[config.mk]
export PLATFORM = sky130hd
export DESIGN_NAME = hap_activation_fsm
export DESIGN_NICKNAME = d
export VERILOG_FILES = /design/src/inc/hap_pkg.sv /design/src/core/hap_activation_fsm.sv /design/src/core/hap_sec_timer.sv /design/src/core/hap_sync_monitor.sv
export SDC_FILE = /design/constraint.sdc
export NUM_CORES = 1
export LEC_CHECK = 0
export BUFFER_PORTS_ARGS = -buffer_cell sky130_fd_sc_hd__buf_2
export CAP_MARGIN = 20
export CORE_MARGIN = 2
export CORE_UTILIZATION = 40
export CTS_BUF_LIST = sky130_fd_sc_hd__clkbuf_4 sky130_fd_sc_hd__clkbuf_8
export CTS_CLUSTER_DIAMETER = 100
export DETAILED_ROUTE_END_ITERATION = 8
export GPL_ROUTABILITY_DRIVEN = 1
export PLACE_DENSITY = 0.73
export RECOVER_POWER = 25
export SYNTH_ARGS = -nofsm -noshare
export SYNTH_HDL_FRONTEND = slang
export SYNTH_HIERARCHICAL = 1
export SYNTH_SLANG_ARGS = --single-unit
[constraint.sdc]
create_clock -name pclk -period 9.1 [get_ports pclk]
set_input_delay 1.82 -clock pclk [delete_from_list [all_inputs] [get_ports pclk]]
set_output_delay 1.82 -clock pclk [all_outputs]
set_load 0.03 [all_outputs]
[src/inc/hap_pkg.sv]
// Purpose: shared constants, types and helpers of the activation state machine
// Assumes: 25 MHz pclk, registers reached over APB with 32-bit data
// Notes: timing counts derive from seconds and the clock rate
package hap_pkg;
  // ---------------------------------------------------------------
  // clock and timing
  // ---------------------------------------------------------------
  localparam int unsigned CLK_HZ = 25_000_000;
  localparam int unsigned ACT_TMO_S = 30;
  localparam int unsigned ACT_TMR_S = 30;
  localparam int unsigned PEND_S = 2;
  localparam int unsigned LOST_S = 1;
  localparam int unsigned ACT_TMO_CYC = ACT_TMO_S * CLK_HZ;
  localparam int unsigned ACT_TMR_CYC = ACT_TMR_S * CLK_HZ;
  localparam int unsigned PEND_CYC = PEND_S * CLK_HZ;
  localparam int unsigned LOST_CYC = LOST_S * CLK_HZ;
  localparam int unsigned TMR_W = 32;
  localparam int unsigned SYNC_FIND_N = 2;
  localparam int unsigned SYNC_LOSS_N = 6;
  // ---------------------------------------------------------------
  // register map: index, byte address is four times the index
  // ---------------------------------------------------------------
  localparam int unsigned ADDR_W = 12;
  localparam logic [3:0] IDX_SUBSTATE = 4'h5;
  localparam logic [3:0] IDX_STEP_GAIN = 4'h6;
  localparam logic [3:0] IDX_CTRL = 4'h8;
  localparam logic [3:0] IDX_EVENT = 4'h9;
  localparam int unsigned ST_HI_BIT = 7;
  localparam int unsigned ST_MID_BIT = 6;
  localparam int unsigned DG_LSB = 4;
  localparam int unsigned ST_LO_BIT = 3;
  localparam int unsigned AG_LSB = 0;
  localparam int unsigned CTRL_ACTIVATION_REQUEST = 0;
  localparam int unsigned CTRL_QUIET = 1;
  localparam int unsigned CTRL_REGMODE = 2;
  localparam logic [2:0] CTRL_RST = 3'h0;
  localparam int unsigned EV_ACTIVE = 0;
  localparam int unsigned EV_SWL = 1;
  localparam int unsigned EV_SWLT = 2;
  localparam int unsigned EV_LOST = 3;
  localparam logic [3:0] EV_RST = 4'h0;
  // ---------------------------------------------------------------
  // state codes
  // ---------------------------------------------------------------
  localparam logic [2:0] ST_INACTIVE = 3'h0;
  localparam logic [2:0] ST_ACTIVATING = 3'h1;
  localparam logic [2:0] ST_ACTIVE1 = 3'h2;
  localparam logic [2:0] ST_ACTIVE2 = 3'h3;
  localparam logic [2:0] ST_PEND = 3'h4;
  localparam logic [2:0] ST_DEACT = 3'h5;
  localparam logic [3:0] SUB_NONE = 4'h0;
  typedef enum logic [2:0] {
    S_INACTIVE, S_ACTIVATING, S_ACTIVE1, S_ACTIVE2, S_PEND, S_DEACT
  } hap_state_e;
  typedef struct packed {
    logic [1:0] digital_gain_field;
    logic [2:0] analog_gain_field;
  } hap_gain_s;
  typedef struct packed {
    logic frame_strobe;
    logic sync_match;
  } hap_frame_s;
  // ---------------------------------------------------------------
  // helpers
  // ---------------------------------------------------------------
  function automatic logic [2:0] st_code(input hap_state_e s);
    case (s)
      S_INACTIVE: st_code = ST_INACTIVE;
      S_ACTIVATING: st_code = ST_ACTIVATING;
      S_ACTIVE1: st_code = ST_ACTIVE1;
      S_ACTIVE2: st_code = ST_ACTIVE2;
      S_PEND: st_code = ST_PEND;
      S_DEACT: st_code = ST_DEACT;
      default: st_code = ST_INACTIVE;
    endcase
  endfunction
  function automatic logic [ADDR_W-1:0] reg_addr(input logic [3:0] idx);
    reg_addr = {{(ADDR_W-6){1'b0}}, idx, 2'b00};
  endfunction
endpackage

[src/core/hap_activation_fsm.sv]
// Purpose: central-terminal data pump activation state machine with APB status
// Assumes: all inputs synchronous to pclk; sync results arrive per frame
// Notes: long timeouts are parameters so simulation can shorten them
`timescale 1ns/10ps
// Functional notes
// - activating sub-state code reported as 4 bits during Activating
// - step gain status is an 8-bit read-only register at index 6
// - state bits sit at bit 7, bit 6 and bit 3 of step gain
// - digital gain field in bits 5..4, codes mean gain 1, 2, 4, 8
// - analog gain field in bits 2..0, -12 dB upward in 2 dB steps
// - main state coded 000 to 101; 110 and 111 never reported
// - transmit payload reaches the line only in states 010, 011, 100
// - reset gives Inactive; states advance in fixed order
// - pin mode: request pin rising edge starts activation if quiet low
// - register mode: request bit level starts activation if quiet bit 0
// - no sync in 30 s: stop, De-Activated, then Inactive, flag signal loss
// - sync found while Activating: Active-1 and active status bit set
// - sync held until activation timer expiry: advance to Active-2
// - six missed frames set sync loss flag, active goes to Pending
// - sync again within two seconds returns to previous active state
// - loss beyond two seconds sets timer expiry flag, go De-Activated
// - from Pending via De-Activated: one second no signal, Inactive, flag
// - quiet rising edge moves Active-2 straight to De-Activated
// - sub-state code reads 0000 outside Activating
// - sub-state status is a read-only register at index 5
module hap_activation_fsm import hap_pkg::*; #(
  parameter int unsigned DATA_W = 1,
  parameter int unsigned ACT_TMO_CYCLES = ACT_TMO_CYC,
  parameter int unsigned ACT_TMR_CYCLES = ACT_TMR_CYC,
  parameter int unsigned PEND_CYCLES = PEND_CYC,
  parameter int unsigned LOST_CYCLES = LOST_CYC
) (
  // clock and reset
  input wire logic pclk,
  input wire logic presetn,
  // apb slave
  input wire logic psel,
  input wire logic penable,
  input wire logic pwrite,
  input wire logic [ADDR_W-1:0] paddr,
  input wire logic [31:0] pwdata,
  output logic [31:0] prdata,
  output logic pready,
  output logic pslverr,
  // control pins
  input wire logic activation_request,
  input wire logic quiet,
  // receive side status
  input wire hap_frame_s frame,
  input wire logic remote_signal,
  input wire logic [3:0] activating_substate_code,
  input wire hap_gain_s gain,
  // payload
  input wire logic [DATA_W-1:0] tx_payload,
  output logic [DATA_W-1:0] line_data,
  output logic transmit_on,
  // state view
  output logic [2:0] state_code
);
  typedef struct packed {
    hap_state_e st;
    hap_state_e prev_active;
    logic req_pin_d;
    logic quiet_pin_d;
    logic quiet_bit_d;
    logic [2:0] ctrl;
    logic [3:0] events;
    logic [3:0] sub;
    hap_gain_s gain;
    logic [DATA_W-1:0] line;
    logic tx_on;
    logic [31:0] rdata;
    logic err;
  } hap_top_s;
  hap_top_s st_r, st_nxt;
  logic tmr_start, tmr_stop, tmr_exp, tmr_run;
  logic [TMR_W-1:0] tmr_load;
  logic sync_found, sync_lost, sync_clear;
  logic setup_ph, wr_acc, start_req, quiet_rise;
  logic [7:0] step_gain_val;
  logic [2:0] cur_code;
  if (DATA_W < 1 || ACT_TMO_CYCLES < 2 || ACT_TMR_CYCLES < 2
      || PEND_CYCLES < 2 || LOST_CYCLES < 2) begin : g_chk
    $error("unsupported parameter value");
  end
  // ---------------------------------------------------------------
  // helpers
  // ---------------------------------------------------------------
  hap_sec_timer #(
    .W(TMR_W)
  ) u_timer (
    .pclk(pclk),
    .presetn(presetn),
    .start(tmr_start),
    .stop(tmr_stop),
    .load(tmr_load),
    .expired(tmr_exp),
    .running(tmr_run)
  );
  hap_sync_monitor #(
    .FIND_N(SYNC_FIND_N),
    .LOSS_N(SYNC_LOSS_N)
  ) u_sync (
    .pclk(pclk),
    .presetn(presetn),
    .frame(frame),
    .clear(sync_clear),
    .found(sync_found),
    .lost(sync_lost)
  );
  // ---------------------------------------------------------------
  // request and quiet decode
  // ---------------------------------------------------------------
  always_comb begin
    if (st_r.ctrl[CTRL_REGMODE]) begin
      start_req = st_r.ctrl[CTRL_ACTIVATION_REQUEST] && !st_r.ctrl[CTRL_QUIET];
      quiet_rise = st_r.ctrl[CTRL_QUIET] && !st_r.quiet_bit_d;
    end else begin
      start_req = activation_request && !st_r.req_pin_d && !quiet;
      quiet_rise = quiet && !st_r.quiet_pin_d;
    end
  end
  assign setup_ph = psel && !penable;
  assign wr_acc = psel && penable && pwrite;
  assign sync_clear = (st_r.st == S_INACTIVE) || (st_r.st == S_DEACT);
  // status word: state bits 7, 6, 3 around gain fields
  assign cur_code = st_code(st_r.st);
  assign step_gain_val = {cur_code[2], cur_code[1], st_r.gain.digital_gain_field,
                          cur_code[0], st_r.gain.analog_gain_field};
  // ---------------------------------------------------------------
  // next state
  // ---------------------------------------------------------------
  always_comb begin
    st_nxt = st_r;
    tmr_start = 1'b0;
    tmr_stop = 1'b0;
    tmr_load = TMR_W'(ACT_TMO_CYCLES);
    st_nxt.req_pin_d = activation_request;
    st_nxt.quiet_pin_d = quiet;
    st_nxt.quiet_bit_d = st_r.ctrl[CTRL_QUIET];
    st_nxt.gain = gain;
    case (st_r.st)
      S_INACTIVE: begin
        if (start_req) begin
          st_nxt.st = S_ACTIVATING;
          tmr_start = 1'b1;
          tmr_load = TMR_W'(ACT_TMO_CYCLES);
        end
      end
      S_ACTIVATING: begin
        if (sync_found) begin
          st_nxt.st = S_ACTIVE1;
          st_nxt.events[EV_ACTIVE] = 1'b1;
          tmr_start = 1'b1;
          tmr_load = TMR_W'(ACT_TMR_CYCLES);
        end else if (tmr_exp) begin
          st_nxt.st = S_DEACT;
          st_nxt.events[EV_LOST] = 1'b1;
        end
      end
      S_ACTIVE1: begin
        if (sync_lost) begin
          st_nxt.st = S_PEND;
          st_nxt.prev_active = S_ACTIVE1;
          st_nxt.events[EV_SWL] = 1'b1;
          tmr_start = 1'b1;
          tmr_load = TMR_W'(PEND_CYCLES);
        end else if (tmr_exp) begin
          st_nxt.st = S_ACTIVE2;
          tmr_stop = 1'b1;
        end
      end
      S_ACTIVE2: begin
        if (quiet_rise) begin
          st_nxt.st = S_DEACT;
          tmr_start = 1'b1;
          tmr_load = TMR_W'(LOST_CYCLES);
        end else if (sync_lost) begin
          st_nxt.st = S_PEND;
          st_nxt.prev_active = S_ACTIVE2;
          st_nxt.events[EV_SWL] = 1'b1;
          tmr_start = 1'b1;
          tmr_load = TMR_W'(PEND_CYCLES);
        end
      end
      S_PEND: begin
        if (sync_found) begin
          st_nxt.st = st_r.prev_active;
          tmr_stop = (st_r.prev_active == S_ACTIVE2);
          tmr_start = (st_r.prev_active == S_ACTIVE1);
          tmr_load = TMR_W'(ACT_TMR_CYCLES);
        end else if (tmr_exp) begin
          st_nxt.st = S_DEACT;
          st_nxt.events[EV_SWLT] = 1'b1;
          tmr_start = 1'b1;
          tmr_load = TMR_W'(LOST_CYCLES);
        end
      end
      S_DEACT: begin
        if (!tmr_run && !tmr_exp) begin
          st_nxt.st = S_INACTIVE;
        end else if (remote_signal) begin
          tmr_start = 1'b1;
          tmr_load = TMR_W'(LOST_CYCLES);
        end else if (tmr_exp) begin
          st_nxt.st = S_INACTIVE;
          st_nxt.events[EV_LOST] = 1'b1;
        end
      end
      default: begin
        st_nxt.st = S_INACTIVE;
        tmr_stop = 1'b1;
      end
    endcase
    // sub-state only visible while activating
    st_nxt.sub = (st_nxt.st == S_ACTIVATING) ? activating_substate_code
                                              : SUB_NONE;
    // payload gate
    st_nxt.tx_on = (st_nxt.st == S_ACTIVE1) || (st_nxt.st == S_ACTIVE2)
                   || (st_nxt.st == S_PEND);
    st_nxt.line = st_nxt.tx_on ? tx_payload : '0;
    // ---------------------------------------------------------------
    // apb access
    // ---------------------------------------------------------------
    if (wr_acc && paddr == reg_addr(IDX_CTRL)) begin
      st_nxt.ctrl = pwdata[2:0];
    end
    if (wr_acc && paddr == reg_addr(IDX_EVENT)) begin
      // set wins over write-one-to-clear only for a bit that was clear before
      st_nxt.events = (st_r.events & ~pwdata[3:0]) | (st_nxt.events & ~st_r.events);
    end
    if (setup_ph) begin
      st_nxt.err = 1'b0;
      case (paddr)
        reg_addr(IDX_SUBSTATE): st_nxt.rdata = {28'h0000000, st_r.sub};
        reg_addr(IDX_STEP_GAIN): st_nxt.rdata = {24'h000000, step_gain_val};
        reg_addr(IDX_CTRL): st_nxt.rdata = {29'h0, st_r.ctrl};
        reg_addr(IDX_EVENT): st_nxt.rdata = {28'h0000000, st_r.events};
        default: begin
          st_nxt.rdata = 32'h00000000;
          st_nxt.err = 1'b1;
        end
      endcase
    end
  end
  // ---------------------------------------------------------------
  // registers
  // ---------------------------------------------------------------
  always_ff @(posedge pclk or negedge presetn) begin
    if (!presetn) begin
      st_r.st <= S_INACTIVE;
      st_r.prev_active <= S_ACTIVE1;
      st_r.req_pin_d <= 1'b0;
      st_r.quiet_pin_d <= 1'b0;
      st_r.quiet_bit_d <= 1'b0;
      st_r.ctrl <= CTRL_RST;
      st_r.events <= EV_RST;
      st_r.sub <= SUB_NONE;
      st_r.gain <= '0;
      st_r.line <= '0;
      st_r.tx_on <= 1'b0;
      st_r.rdata <= 32'h00000000;
      st_r.err <= 1'b0;
    end else begin
      st_r <= st_nxt;
    end
  end
  // ---------------------------------------------------------------
  // outputs
  // ---------------------------------------------------------------
  assign prdata = st_r.rdata;
  assign pready = psel && penable;
  assign pslverr = psel && penable && st_r.err;
  assign line_data = st_r.line;
  assign transmit_on = st_r.tx_on;
  assign state_code = st_code(st_r.st);
endmodule // hap_activation_fsm

[src/core/hap_sec_timer.sv]
// Purpose: loadable down-counter that pulses once at expiry
// Assumes: start and stop come from the state machine; start repeats each cycle in De-Activated while remote_signal is high
// Notes: start wins over stop
`timescale 1ns/10ps
module hap_sec_timer import hap_pkg::*; #(
  parameter int unsigned W = TMR_W
) (
  // clock and reset
  input wire logic pclk,
  input wire logic presetn,
  // control
  input wire logic start,
  input wire logic stop,
  input wire logic [W-1:0] load,
  // status
  output logic expired,
  output logic running
);
  typedef struct packed {
    logic [W-1:0] cnt;
    logic run;
    logic exp;
  } hap_tmr_s;
  hap_tmr_s st_r, st_nxt;
  if (W < 2) begin : g_chk
    $error("timer width too small");
  end
  // ---------------------------------------------------------------
  // count down
  // ---------------------------------------------------------------
  always_comb begin
    st_nxt = st_r;
    st_nxt.exp = 1'b0;
    if (start) begin
      st_nxt.cnt = load - {{(W-1){1'b0}}, 1'b1};
      st_nxt.run = 1'b1;
    end else if (stop) begin
      st_nxt.run = 1'b0;
    end else if (st_r.run) begin
      if (st_r.cnt == '0) begin
        st_nxt.run = 1'b0;
        st_nxt.exp = 1'b1;
      end else begin
        st_nxt.cnt = st_r.cnt - {{(W-1){1'b0}}, 1'b1};
      end
    end
  end
  always_ff @(posedge pclk or negedge presetn) begin
    if (!presetn) begin
      st_r <= '0;
    end else begin
      st_r <= st_nxt;
    end
  end
  assign expired = st_r.exp;
  assign running = st_r.run;
endmodule // hap_sec_timer

[src/core/hap_sync_monitor.sv]
// Purpose: frame sync word match and loss detection
// Assumes: one frame_strobe per received frame with its match result
// Notes: clear forces out of sync
`timescale 1ns/10ps
module hap_sync_monitor import hap_pkg::*; #(
  parameter int unsigned FIND_N = SYNC_FIND_N,
  parameter int unsigned LOSS_N = SYNC_LOSS_N
) (
  // clock and reset
  input wire logic pclk,
  input wire logic presetn,
  // frames
  input wire hap_frame_s frame,
  input wire logic clear,
  // results
  output logic found,
  output logic lost
);
  typedef struct packed {
    logic [3:0] hit;
    logic [3:0] miss;
    logic in_sync;
    logic found;
    logic lost;
  } hap_sync_s;
  hap_sync_s st_r, st_nxt;
  if (FIND_N < 1 || FIND_N > 15 || LOSS_N < 1 || LOSS_N > 15) begin : g_chk
    $error("sync counts out of range");
  end
  // ---------------------------------------------------------------
  // consecutive match and miss counting
  // ---------------------------------------------------------------
  always_comb begin
    st_nxt = st_r;
    st_nxt.found = 1'b0;
    st_nxt.lost = 1'b0;
    if (clear) begin
      st_nxt = '0;
    end else if (frame.frame_strobe) begin
      if (frame.sync_match) begin
        st_nxt.miss = '0;
        st_nxt.hit = st_r.hit + 4'h1;
        if (!st_r.in_sync && st_r.hit == 4'(FIND_N - 1)) begin
          st_nxt.in_sync = 1'b1;
          st_nxt.found = 1'b1;
          st_nxt.hit = '0;
        end
      end else begin
        st_nxt.hit = '0;
        st_nxt.miss = st_r.miss + 4'h1;
        if (st_r.in_sync && st_r.miss == 4'(LOSS_N - 1)) begin
          st_nxt.in_sync = 1'b0;
          st_nxt.lost = 1'b1;
          st_nxt.miss = '0;
        end
      end
    end
  end
  always_ff @(posedge pclk or negedge presetn) begin
    if (!presetn) begin
      st_r <= '0;
    end else begin
      st_r <= st_nxt;
    end
  end
  assign found = st_r.found;
  assign lost = st_r.lost;
endmodule // hap_sync_monitor

-- Yosys cells after proc, flatten, opt, wreduce, memory -nomap -nowiden
Index checks and enable logic that the tools add are counted.
- output and inout bits: 39
- word-level logic and storage cells: 163
- bits in registers: 105
- input port bits: 64
- add/sub/neg operators: 4
- bitwise operators: 5
- equal/unequal tests: 23
- reductions and logical operators: 37
- multiplexer cells: 72
- operator list (cell ; number):
    2-to-1 mux 30 bit ; 5
    case mux 32 bit (4 select lines) ; 1
    2-to-1 mux 32 bit ; 3
    subtractor 32 x 1 -> 32 bit (second input constant) ; 2
    2-to-1 mux 3 bit ; 12
    2-to-1 mux 34 bit ; 1
    2-to-1 mux 33 bit ; 1
    zero test 32 bit ; 1
    case mux 8 bit (4 select lines) ; 1
    2-to-1 mux 1 bit ; 31
    equality test 12 x 5 -> 1 bit (second input constant) ; 2
    equality test 12 x 6 -> 1 bit (second input constant) ; 2
    2-to-1 mux 11 bit ; 2
    equality test 3 x 2 -> 1 bit (second input constant) ; 6
    case mux 3 bit (6 select lines) ; 1
    case mux 3 bit (5 select lines) ; 1
    logical AND 1 bit ; 14
    2-to-1 mux 4 bit ; 3
    equality test 3 bit (second input constant) ; 3
    zero test 1 bit ; 9
    2-to-1 mux 9 bit ; 1
    adder 4 x 1 -> 4 bit (second input constant) ; 2
    bitwise AND 4 bit ; 2
    inverter 4 bit ; 2
    other kinds (21) ; 33

-- Depth between registers and ports, before layout
Gate-level depths: netlist of run 1.
- depth after elaboration: 10
- gate-level depth with buffers: 13
- gate-level depth less buffers: 11

-- Hierarchy
The synthesis of run 1 kept the hierarchy.
- modules (own cells, without submodules) (module ; seq. area each (um^2) ; cells each ; instances ; area an instance (um^2)):
    hap_sec_timer ; 850.8 ; 331 ; 1 ; 2597.5
    hap_activation_fsm ; 877.1 ; 215 ; 1 ; 2110.8
    hap_sync_monitor ; 275.3 ; 60 ; 1 ; 626.9

-- Worst setup path before layout of run 1
No wires, ideal clock.
- path kind: input port to flip-flop
- start point: input quiet
- end point: register u_timer/st_r[25] (netlist bit)
- path buffers: 1
- data arrival time: 4.529 ns
- stages on the path: 8
- data required time: 8.974 ns
- setup time: 0.126 ns
- slack: 4.445 ns
- cells stage by stage: nor4bb_1 o31ai_1 nor2b_1 nand3_1 o41ai_1 clkbuf_1 nor2_1 a221o_1
- elaborated cells on any way between the ends: 16
- classes of those cells: add/sub (1); eq/ne (2); mux (8); reduce/logical (5)
- RTL lines (what ; line ; RTL):
    start: declaration ; hap_activation_fsm.sv:47 ; input wire logic quiet,
    logical AND 1 bit ; hap_activation_fsm.sv:120 ; quiet_rise = quiet && !st_r.quiet_pin_d;
    2-to-1 mux 1 bit ; hap_activation_fsm.sv:115 ; if (st_r.ctrl[CTRL_REGMODE]) begin
    2-to-1 mux 32 bit ; hap_activation_fsm.sv:174 ; if (quiet_rise) begin
    case mux 32 bit (4 select lines) ; hap_activation_fsm.sv:142 ; case (st_r.st)
    via tmr_load[10] ; hap_activation_fsm.sv:77 ; logic [TMR_W-1:0] tmr_load;
    subtractor 32 x 1 -> 32 bit ; hap_sec_timer.sv:35 ; st_nxt.cnt = load - {{(W-1){1'b0}}, 1'b1};
    2-to-1 mux 33 bit ; hap_sec_timer.sv:34 ; if (start) begin
    end signal: assignment ; hap_sec_timer.sv:52 ; st_r <= st_nxt;
    end: declaration ; hap_sec_timer.sv:24 ; hap_tmr_s st_r, st_nxt;
The timed path passes the listed nets, and every way through them passes these cells.
A chain may end at the register's enable or synchronous reset.

-- Worst setup path in the final report of run 1
- start point: input quiet
- end point: register u_timer/st_r[27] (netlist bit)
Same word-level chain as after synthesis.

==> flow_summary.rst, run 1 <==
.. list-table::
   :header-rows: 1

   * - Metric
     - Value
   * - Outcome
     - finished with violations
   * - Failing checks
     - max-capacitance violations, max-slew violations
   * - Worst reg2reg setup slack
     - 4760 ps
   * - Cell at the root of the clock tree
     - clkbuf_8
   * - Number of register bits inferred by synthesis
     - 80
   * - RSZ-0062 raised after global routing
     - false
   * - Number of max-cap violations
     - 1
   * - Post-synthesis cell count
     - 606
   * - Setup TNS
     - 0 ps
   * - Clock tree from TritonCTS
     - done
   * - Worst Max-Slew Pin Slew
     - 2060 ps
   * - Total number of vias
     - 4666
   * - Number of failing setup endpoints in the final timing report
     - 0
   * - Top area cells in the synthesized netlist
     - dfrtp_1 37%, buf_4 4.5%, o21ai_0 3.7%
   * - Critical path capture point type
     - flip-flop
   * - Hold-fix buffer count after cts
     - 0
   * - Synthesis-to-finish area growth
     - 11.0%
   * - Clock skew
     - 12.4 ps
   * - Mean instance size in the synthesized netlist
     - 8.80 um2
   * - Clock sink total
     - 80
   * - Number of cells on the worst hold path
     - 1
   * - Path class of the lowest-slack min-delay path
     - flip-flop to flip-flop
   * - Number of warnings issued by yosys
     - 6
   * - Distinct cells, synth
     - 72
   * - Startpoint of the lowest-slack hold path
     - st_r[38]
   * - Routability-driven placement congestion ratio
     - 0.881
   * - Fraction of post-synthesis cell area in the top cell type by area
     - 37.1%
   * - Ranking of synthesized cells by instance count
     - 79 x dfrtp_1, 50 x nand2_1, 39 x o21ai_0
   * - Clock latency at the later pin of the worst-skew pair
     - 370 ps
   * - Die width
     - 119 um
   * - Post-CTS Resized
     - 0
   * - Async S/R FF share, synth
     - 100%
   * - Final-stage net count
     - 744
   * - First-pass iteration count of the detailed router
     - 5
   * - Filler Cell Count
     - 1306
   * - Ant. Diodes
     - 0
   * - Detailed placement HPWL
     - 8.82 mm
   * - Layout cells sized above 1
     - 13.4%
   * - Most frequent cell after synthesis
     - dfrtp_1
   * - Launch point of the worst reg-to-reg path
     - st_r[57]
   * - Final antenna-violating net count
     - 0
   * - Total routed wirelength
     - 12.5 mm
   * - Port Buffer Count
     - 50
   * - Maximum number of pins on one net before global-route repair
     - 81
   * - Destination of the worst hold path
     - prdata[4]
   * - Number of clock buffers inserted by TritonCTS
     - 9
   * - Starting utilization of the core area
     - 40.6%
   * - Final count of hold timing violations
     - 0
   * - Remaining routing DRC violations
     - 0
   * - Power Dens Cells
     - 250 mW/mm2
   * - Post-synthesis instance area
     - 0.00534 mm2
   * - Remaining global-route overflow
     - 0
   * - Cell accounting for the most synthesized area
     - dfrtp_1
   * - CTS max path bufs
     - 2
   * - Placeable core region
     - 0.0131 mm2
   * - Height of the die
     - 119 um
   * - Count of cells along the worst register-to-register path
     - 11
   * - Critical path class
     - input pin to flip-flop
   * - Average wire length per cell after detail routing
     - 14.6 um
   * - Worst vdd ir
     - 0.000104 V
   * - Global router's overall resource usage
     - 18.1%
   * - Category of the worst setup path launch point
     - input pin
   * - Global-route wire length before repair
     - 21.0 mm
   * - Endpoint of the worst-slack reg-to-reg timing path
     - u_timer/st_r[27]
   * - Number of I/O pins
     - 103
   * - CTS clk-pin slew, worst paths
     - 90 ps
   * - Total Die Area
     - 0.0143 mm2
   * - Tcrit/Tclk final
     - 57.0%
   * - Mean number of vias per cell
     - 5.46
   * - Minimum clock period
     - 5180 ps
   * - Critical Path RT
     - 9360 ps
   * - Leak Pwr
     - 0.00253 uW
   * - Prevailing post-synth register cell
     - dfrtp_1
   * - CP max FO
     - 34
   * - Relative slew slack
     - -37.1%
   * - Standard-cell rows
     - 42
   * - WHS
     - 471 ps
   * - Number of H-tree levels
     - 3
   * - Final Max Slew Viols
     - 36
   * - Number of global-route vias before repair
     - 4285
   * - Antenna violations before repair
     - 0
   * - Number of flops mapped to enable cells by yosys
     - 0
   * - Buffers inserted during post-CTS setup optimization
     - 0
   * - First DRT Iteration DRCs
     - 400
   * - Share of synthesized area occupied by flip-flops and latches
     - 37.5%
   * - Highest achievable clock rate
     - 193 MHz
   * - Data arrival, critical path
     - 5440 ps
-- where the power goes --
| group | total, uW | leakage (uW) | switching (uW) | internal [uW] |
|---|---|---|---|---|
| logic | 670 | 0.00143 | 428 | 241 |
| registers | 554 | 0.00102 | 108 | 446 |
| clock network | 258 | 0.0000848 | 154 | 104 |
| total | 1480 | 0.00253 | 690 | 792 |
-- routing by layer --
| metal | up-vias | GRT usage (%) | part of all wire (%) | routed length (um) |
|---|---|---|---|---|
| met3 | 22 | 2.90 | 5.1 | 632 |
| li1 | 2298 | - | - | - |
| met1 | 2216 | 25.9 | 48 | 5950 |
| met5 | - | 0 | 0 | 0 |
| met4 | 0 | 6.03 | 2.0 | 246 |
| met2 | 130 | 28.1 | 45 | 5660 |
-- flip-flops by register name (all words and copies together), names as in the netlist --
register and count:
prdata 8, transmit_on 1, u_timer/st_r 32, u_sync/found 1
st_nxt 1, u_sync/lost 1, line_data 1, u_timer/running 1
u_timer/expired 1, u_sync/st_r 9, st_r 24
-- placed cells by master, fill, tap and decap left out, types with 7 or more instances in the layout --
cell type / instances
clkbuf_8: 9
o21ai_0: 39
nor2_1: 38
nand2b_1: 12
mux2i_1: 8
nand2_1: 50
xnor2_1: 9
nand3b_1: 7
or3_1: 9
inv_1: 25
a32oi_1: 7
conb_1: 62
o31ai_1: 11
o311ai_0: 7
nor3_1: 30
a21oi_1: 23
nor2b_1: 11
nor4_1: 21
a31oi_1: 9
dfrtp_1: 79
nand3_1: 18
xor2_1: 19
buf_2: 48
-- kinds of logic (layout without fill, tap and decap cells) --
group                      count (synthesis)  in the layout  share of synthesized area (%)
muxes                                     12             12                           2.35
AOI/OAI and AO/OA                        148            148                           19.3
and+or+nand+nor                          246            246                           26.2
buffers and inverters                     84             97                           8.40
xor gates and xnor gates                  28             28                           4.60
adders and majority gates                  6              6                           1.41
other                                      2             62                          0.141
DFF                                       80             80                           37.5
-- stage by stage --
stage	cell area, um2	total power, uW	setup WS [ps]	utilization, %	cells
after floorplan	5560	1050	4440	-	666
after global placement	5720	1210	3600	43.6	838
after detailed placement	5720	1220	3550	43.6	838
after CTS	5910	1480	3980	45.0	854
after global routing	5920	1600	3590	45.1	855
final	5920	1480	3920	45.1	855
-- layout make-up --
| class | count | area [um2] | area share [%] |
|---|---|---|---|
| clock buffers | 9 | 124 | 2.09 |
| flip-flops and latches | 80 | 2000 | 33.8 |
| repair buffers | 56 | 305 | 5.15 |
| multi-input cells | 502 | 3120 | 52.6 |
| inverters | 25 | 93.8 | 1.58 |
| well taps | 176 | 220 | 3.72 |
| clock inverters | 7 | 60.1 | 1.01 |
-- worst max-delay path: stages --
cell      delay, ps
clkbuf_1        120
nor4bb_1        160
o31ai_1         290
nor2b_1         180
buf_4           240
nand3_1          90
buf_4           260
inv_1           450
nand2_1         650
nor2_1          770
nand2_1         100
o311ai_0        290
-- worst max-delay path by stage --
stage,from,slack [ps],to
detailed placement,quiet,3550,u_timer/st_r[27]
finish,quiet,3920,u_timer/st_r[27]
floorplan,quiet,4440,u_timer/st_r[25]
global route,quiet,3590,u_timer/st_r[27]
global placement,quiet,3600,u_timer/st_r[27]
CTS,quiet,3980,u_timer/st_r[27]
Note: power is estimated with default switching activity, not from simulation.
==> inputs of run 2 (changes only) <==
--- a/config.mk
+++ b/config.mk
@@ -5,6 +5,7 @@
 export SDC_FILE = /design/constraint.sdc
 export NUM_CORES = 1
 export LEC_CHECK = 0
+export ABC_AREA = 1
 export BUFFER_PORTS_ARGS = -buffer_cell sky130_fd_sc_hd__buf_2
 export CAP_MARGIN = 20
 export CORE_MARGIN = 2
@@ -13,7 +14,7 @@
 export CTS_CLUSTER_DIAMETER = 100
 export DETAILED_ROUTE_END_ITERATION = 8
 export GPL_ROUTABILITY_DRIVEN = 1
-export PLACE_DENSITY = 0.73
+export PLACE_DENSITY = 0.74
 export RECOVER_POWER = 25
 export SYNTH_ARGS = -nofsm -noshare
 export SYNTH_HDL_FRONTEND = slang
==> constraint.sdc (replaced) <==
create_clock -name pclk -period 4.5 [get_ports pclk]
set_input_delay 0.9 -clock pclk [delete_from_list [all_inputs] [get_ports pclk]]
set_output_delay 0.9 -clock pclk [all_outputs]
set_load 0.03 [all_outputs]
==> run 2 against run 1 <==
Net effect: largest power group is now registers; the run still ends with max-capacitance violations, max-slew violations left; design area is 12% higher; synthesized cell count up 53%; largest cell class unchanged; clock power rose by 120%.
==> flow_summary.rst, run 2 <==
.. list-table::
   :header-rows: 1

   * - Metric
     - Value
   * - Post-synthesis instance area
     - 0.00603 mm2 (was 0.00534 mm2)
   * - Filler Cell Count
     - 1513 (was 1306)
   * - Clock latency at the later pin of the worst-skew pair
     - 380 ps (was 370 ps)
   * - Mean instance size in the synthesized netlist
     - 6.48 um2 (was 8.80 um2)
   * - Remaining routing DRC violations
     - 0 (unchanged)
   * - Port Buffer Count
     - 50 (unchanged)
   * - Global router's overall resource usage
     - 19.2% (was 18.1%)
   * - Average wire length per cell after detail routing
     - 12.1 um (was 14.6 um)
   * - Highest achievable clock rate
     - 306 MHz
   * - Cell mode on critical path
     - nand2_1
   * - Minimum clock period
     - 3270 ps
   * - Hold-fix buffer count after cts
     - 0 (unchanged)
   * - Cell accounting for the most synthesized area
     - dfrtp_1 (unchanged)
   * - Post-synthesis cell count
     - 930 (was 606)
   * - Final antenna-violating net count
     - 0 (unchanged)
   * - Most frequent cell after synthesis
     - nand2_1 (was dfrtp_1)
   * - Prevailing post-synth register cell
     - dfrtp_1 (unchanged)
   * - Fraction of post-synthesis cell area in the top cell type by area
     - 32.8% (was 37.1%)
   * - Remaining global-route overflow
     - 0 (unchanged)
   * - Top area cells in the synthesized netlist
     - dfrtp_1 33%, nand2_1 17%, nor2_1 9.1% (was dfrtp_1 37%, buf_4 4.5%, o21ai_0 3.7%)
   * - Final-stage net count
     - 1078 (was 744)
   * - Routability-driven placement congestion ratio
     - 0.939 (was 0.881)
   * - Number of max-cap violations
     - 1 (unchanged)
   * - Total routed wirelength
     - 14.5 mm (was 12.5 mm)
   * - Clock tree from TritonCTS
     - done (unchanged)
   * - Async S/R FF share, synth
     - 100% (unchanged)
   * - Global-route wire length before repair
     - 25.0 mm (was 21.0 mm)
   * - Number of flops mapped to enable cells by yosys
     - 0 (unchanged)
   * - List of cells traversed by the critical path
     - clkbuf_1, nand3_1, nand2_1, a21oi_2, nand4_1, inv_1, buf_4, o21ai_0, nand2_4, inv_4, nand2_1, nand3_2 (was clkbuf_1, nor4bb_1, o31ai_1, nor2b_1, buf_4, nand3_1, buf_4, inv_1, nand2_1, nor2_1, nand2_1, o311ai_0)
   * - Number of failing setup endpoints in the final timing report
     - 0 (unchanged)
   * - Path class of the lowest-slack min-delay path
     - flip-flop to flip-flop (unchanged)
   * - Number of clock buffers inserted by TritonCTS
     - 9 (unchanged)
   * - Worst Max-Slew Pin Slew
     - 2870 ps (was 2060 ps)
   * - Number of I/O pins
     - 103 (unchanged)
   * - Register bank with the most flops
     - u_timer/st_r (unchanged)
   * - Antenna violations before repair
     - 1 (was 0)
   * - Clock skew
     - 13.1 ps (was 12.4 ps)
   * - Setup TNS
     - 0 ps (unchanged)
   * - Synthesis-to-finish area growth
     - 10.1% (was 11.0%)
   * - Standard-cell rows
     - 44 (was 42)
   * - Cell at the root of the clock tree
     - clkbuf_8 (unchanged)
   * - Share of synthesized area occupied by flip-flops and latches
     - 33.2% (was 37.5%)
   * - Number of non-filler instances in the completed layout
     - 1197 (was 855)
   * - Leak Pwr
     - 0.00331 uW (was 0.00253 uW)
   * - Final count of hold timing violations
     - 0 (unchanged)
   * - Largest registers ranked by flip-flop count
     - u_timer/st_r x32, st_r x24, u_sync/st_r x9 (unchanged)
   * - Total Die Area
     - 0.0161 mm2 (was 0.0143 mm2)
   * - Commonest non-fill, non-tap cell in the layout
     - nand2_1 (was dfrtp_1)
   * - Critical path class
     - input pin to flip-flop (unchanged)
   * - Buffers inserted during post-CTS setup optimization
     - 0 (unchanged)
   * - Relative slew slack
     - -91.5% (was -37.1%)
   * - Top library cells by usage in the layout, fill and taps aside
     - 273 x nand2_1, 146 x nor2_1, 106 x inv_1 (was 79 x dfrtp_1, 62 x conb_1, 50 x nand2_1)
   * - Clock sink total
     - 80 (unchanged)
   * - Slowest Stage Delay on Critical Path
     - 470 ps (was 770 ps)
   * - Total instance count after detailed placement
     - 1181 (was 838)
   * - Highest-delay cell along the critical path
     - a21oi_2 (was nor2_1)
   * - Height of the die
     - 127 um (was 119 um)
   * - Ant. Diodes
     - 0 (unchanged)
   * - CTS max path bufs
     - 2 (unchanged)
   * - Outcome
     - finished with violations (unchanged)
   * - First DRT Iteration DRCs
     - 482 (was 400)
   * - Category of the worst setup path launch point
     - input pin (unchanged)
   * - Mean number of vias per cell
     - 4.86 (was 5.46)
   * - CP max FO
     - 42 (was 34)
   * - Total number of vias
     - 5814 (was 4666)
   * - Final Max Slew Viols
     - 54 (was 36)
   * - First-pass iteration count of the detailed router
     - 5 (unchanged)
   * - CTS clk-pin slew, worst paths
     - 90 ps (about the same)
   * - Die width
     - 127 um (was 119 um)
   * - Critical Path RT
     - 4750 ps (was 9360 ps)
   * - Number of H-tree levels
     - 3 (unchanged)
   * - Starting utilization of the core area
     - 41.2% (was 40.6%)
   * - RSZ-0062 raised after global routing
     - false (unchanged)
   * - Placeable core region
     - 0.0146 mm2 (was 0.0131 mm2)
   * - Number of register bits inferred by synthesis
     - 80 (unchanged)
   * - Detailed placement HPWL
     - 11.0 mm (was 8.82 mm)
   * - Data arrival, critical path
     - 3520 ps (was 5440 ps)
   * - Worst vdd ir
     - 0.000114 V (was 0.000104 V)
   * - Distinct cells, synth
     - 47 (was 72)
   * - Critical path capture point type
     - flip-flop (unchanged)
   * - Number of warnings issued by yosys
     - 6 (unchanged)
   * - Maximum number of pins on one net before global-route repair
     - 54 (was 81)
   * - Failing checks
     - max-capacitance violations, max-slew violations (unchanged)
   * - Number of global-route vias before repair
     - 5362 (was 4285)
   * - Max reg flops
     - 32 (unchanged)
   * - Tcrit/Tclk final
     - 72.6%
   * - Ranking of synthesized cells by instance count
     - 273 x nand2_1, 146 x nor2_1, 106 x inv_1 (was 79 x dfrtp_1, 50 x nand2_1, 39 x o21ai_0)
   * - Power Dens Cells
     - 254 mW/mm2 (was 250 mW/mm2)
   * - Post-CTS Resized
     - 0 (unchanged)
   * - Layout cells sized above 1
     - 12.4% (was 13.4%)
run 2: routing by layer:
layer  share of wire (%)  up-vias  global-route usage, %
li1                    -     3034                      -
met1                  47     2597                   26.3
met2                  44      152                   29.9
met3                 5.9       31                   3.71
met4                 3.1        0                   8.14
met5                   0        -                      0
run 2: kinds of logic (layout without fill, tap and decap cells):
logic type,count (synthesis),in the layout,synth area share (%)
fa+ha+maj,6,6,1.25
other cells,2,60,0.125
xor+xnor,10,10,1.45
flops,80,80,33.2
buf+inv,160,185,12.7
simple gates,573,573,41.3
mux,2,2,0.374
compound gates,97,97,9.53
run 2: final cells by class:
cell class	count	area [um2]	area share, %
tap	184	230	3.47
clock buffer	9	124	1.87
timing repair buffer	55	285	4.30
sequential	80	2000	30.2
inverter	114	432	6.50
clock inverter	7	86.3	1.30
multi-input combinational	748	3480	52.4
run 2: final timing paths:
kind	startpoint	to	slack, ps	cells after the start
worst max register to register	st_r[59]	u_timer/st_r[24]	1260	13
max in group asynchronous	presetn	st_r[58]	1430	1
worst max-delay path	quiet	u_timer/st_r[24]	1230	12
worst min register to register	st_nxt[51]	st_r[51]	480	0
worst min-delay path	st_nxt[51]	st_r[51]	480	0
min in group asynchronous	presetn	u_timer/st_r[6]	1440	1
run 2: report_power, final:
group	leakage, uW	internal (uW)	switching, uW
clock	0.000104	269	310
combinational	0.00219	86.2	192
sequential	0.00102	771	55.9
total	0.00331	1130	558
run 2: critical path: cells and delay by family:
| kind | cells | cell delay [ps] |
|---|---|---|
| AOI/OAI and AO/OA | 2 | 720 |
| buffers and inverters | 4 | 740 |
| and+or+nand+nor | 6 | 1130 |
run 2: stage by stage:
stage	setup WS, ps	area (um2)	hold slack [ps]	total power [uW]	utilization, %
after floorplan	1740	6250	402	1050	-
after global placement	880	6430	439	1110	43.9
after detailed placement	834	6430	448	1110	43.9
after CTS	1250	6640	471	1690	45.4
after global routing	844	6640	507	1780	45.3
final	1230	6640	477	1680	45.3
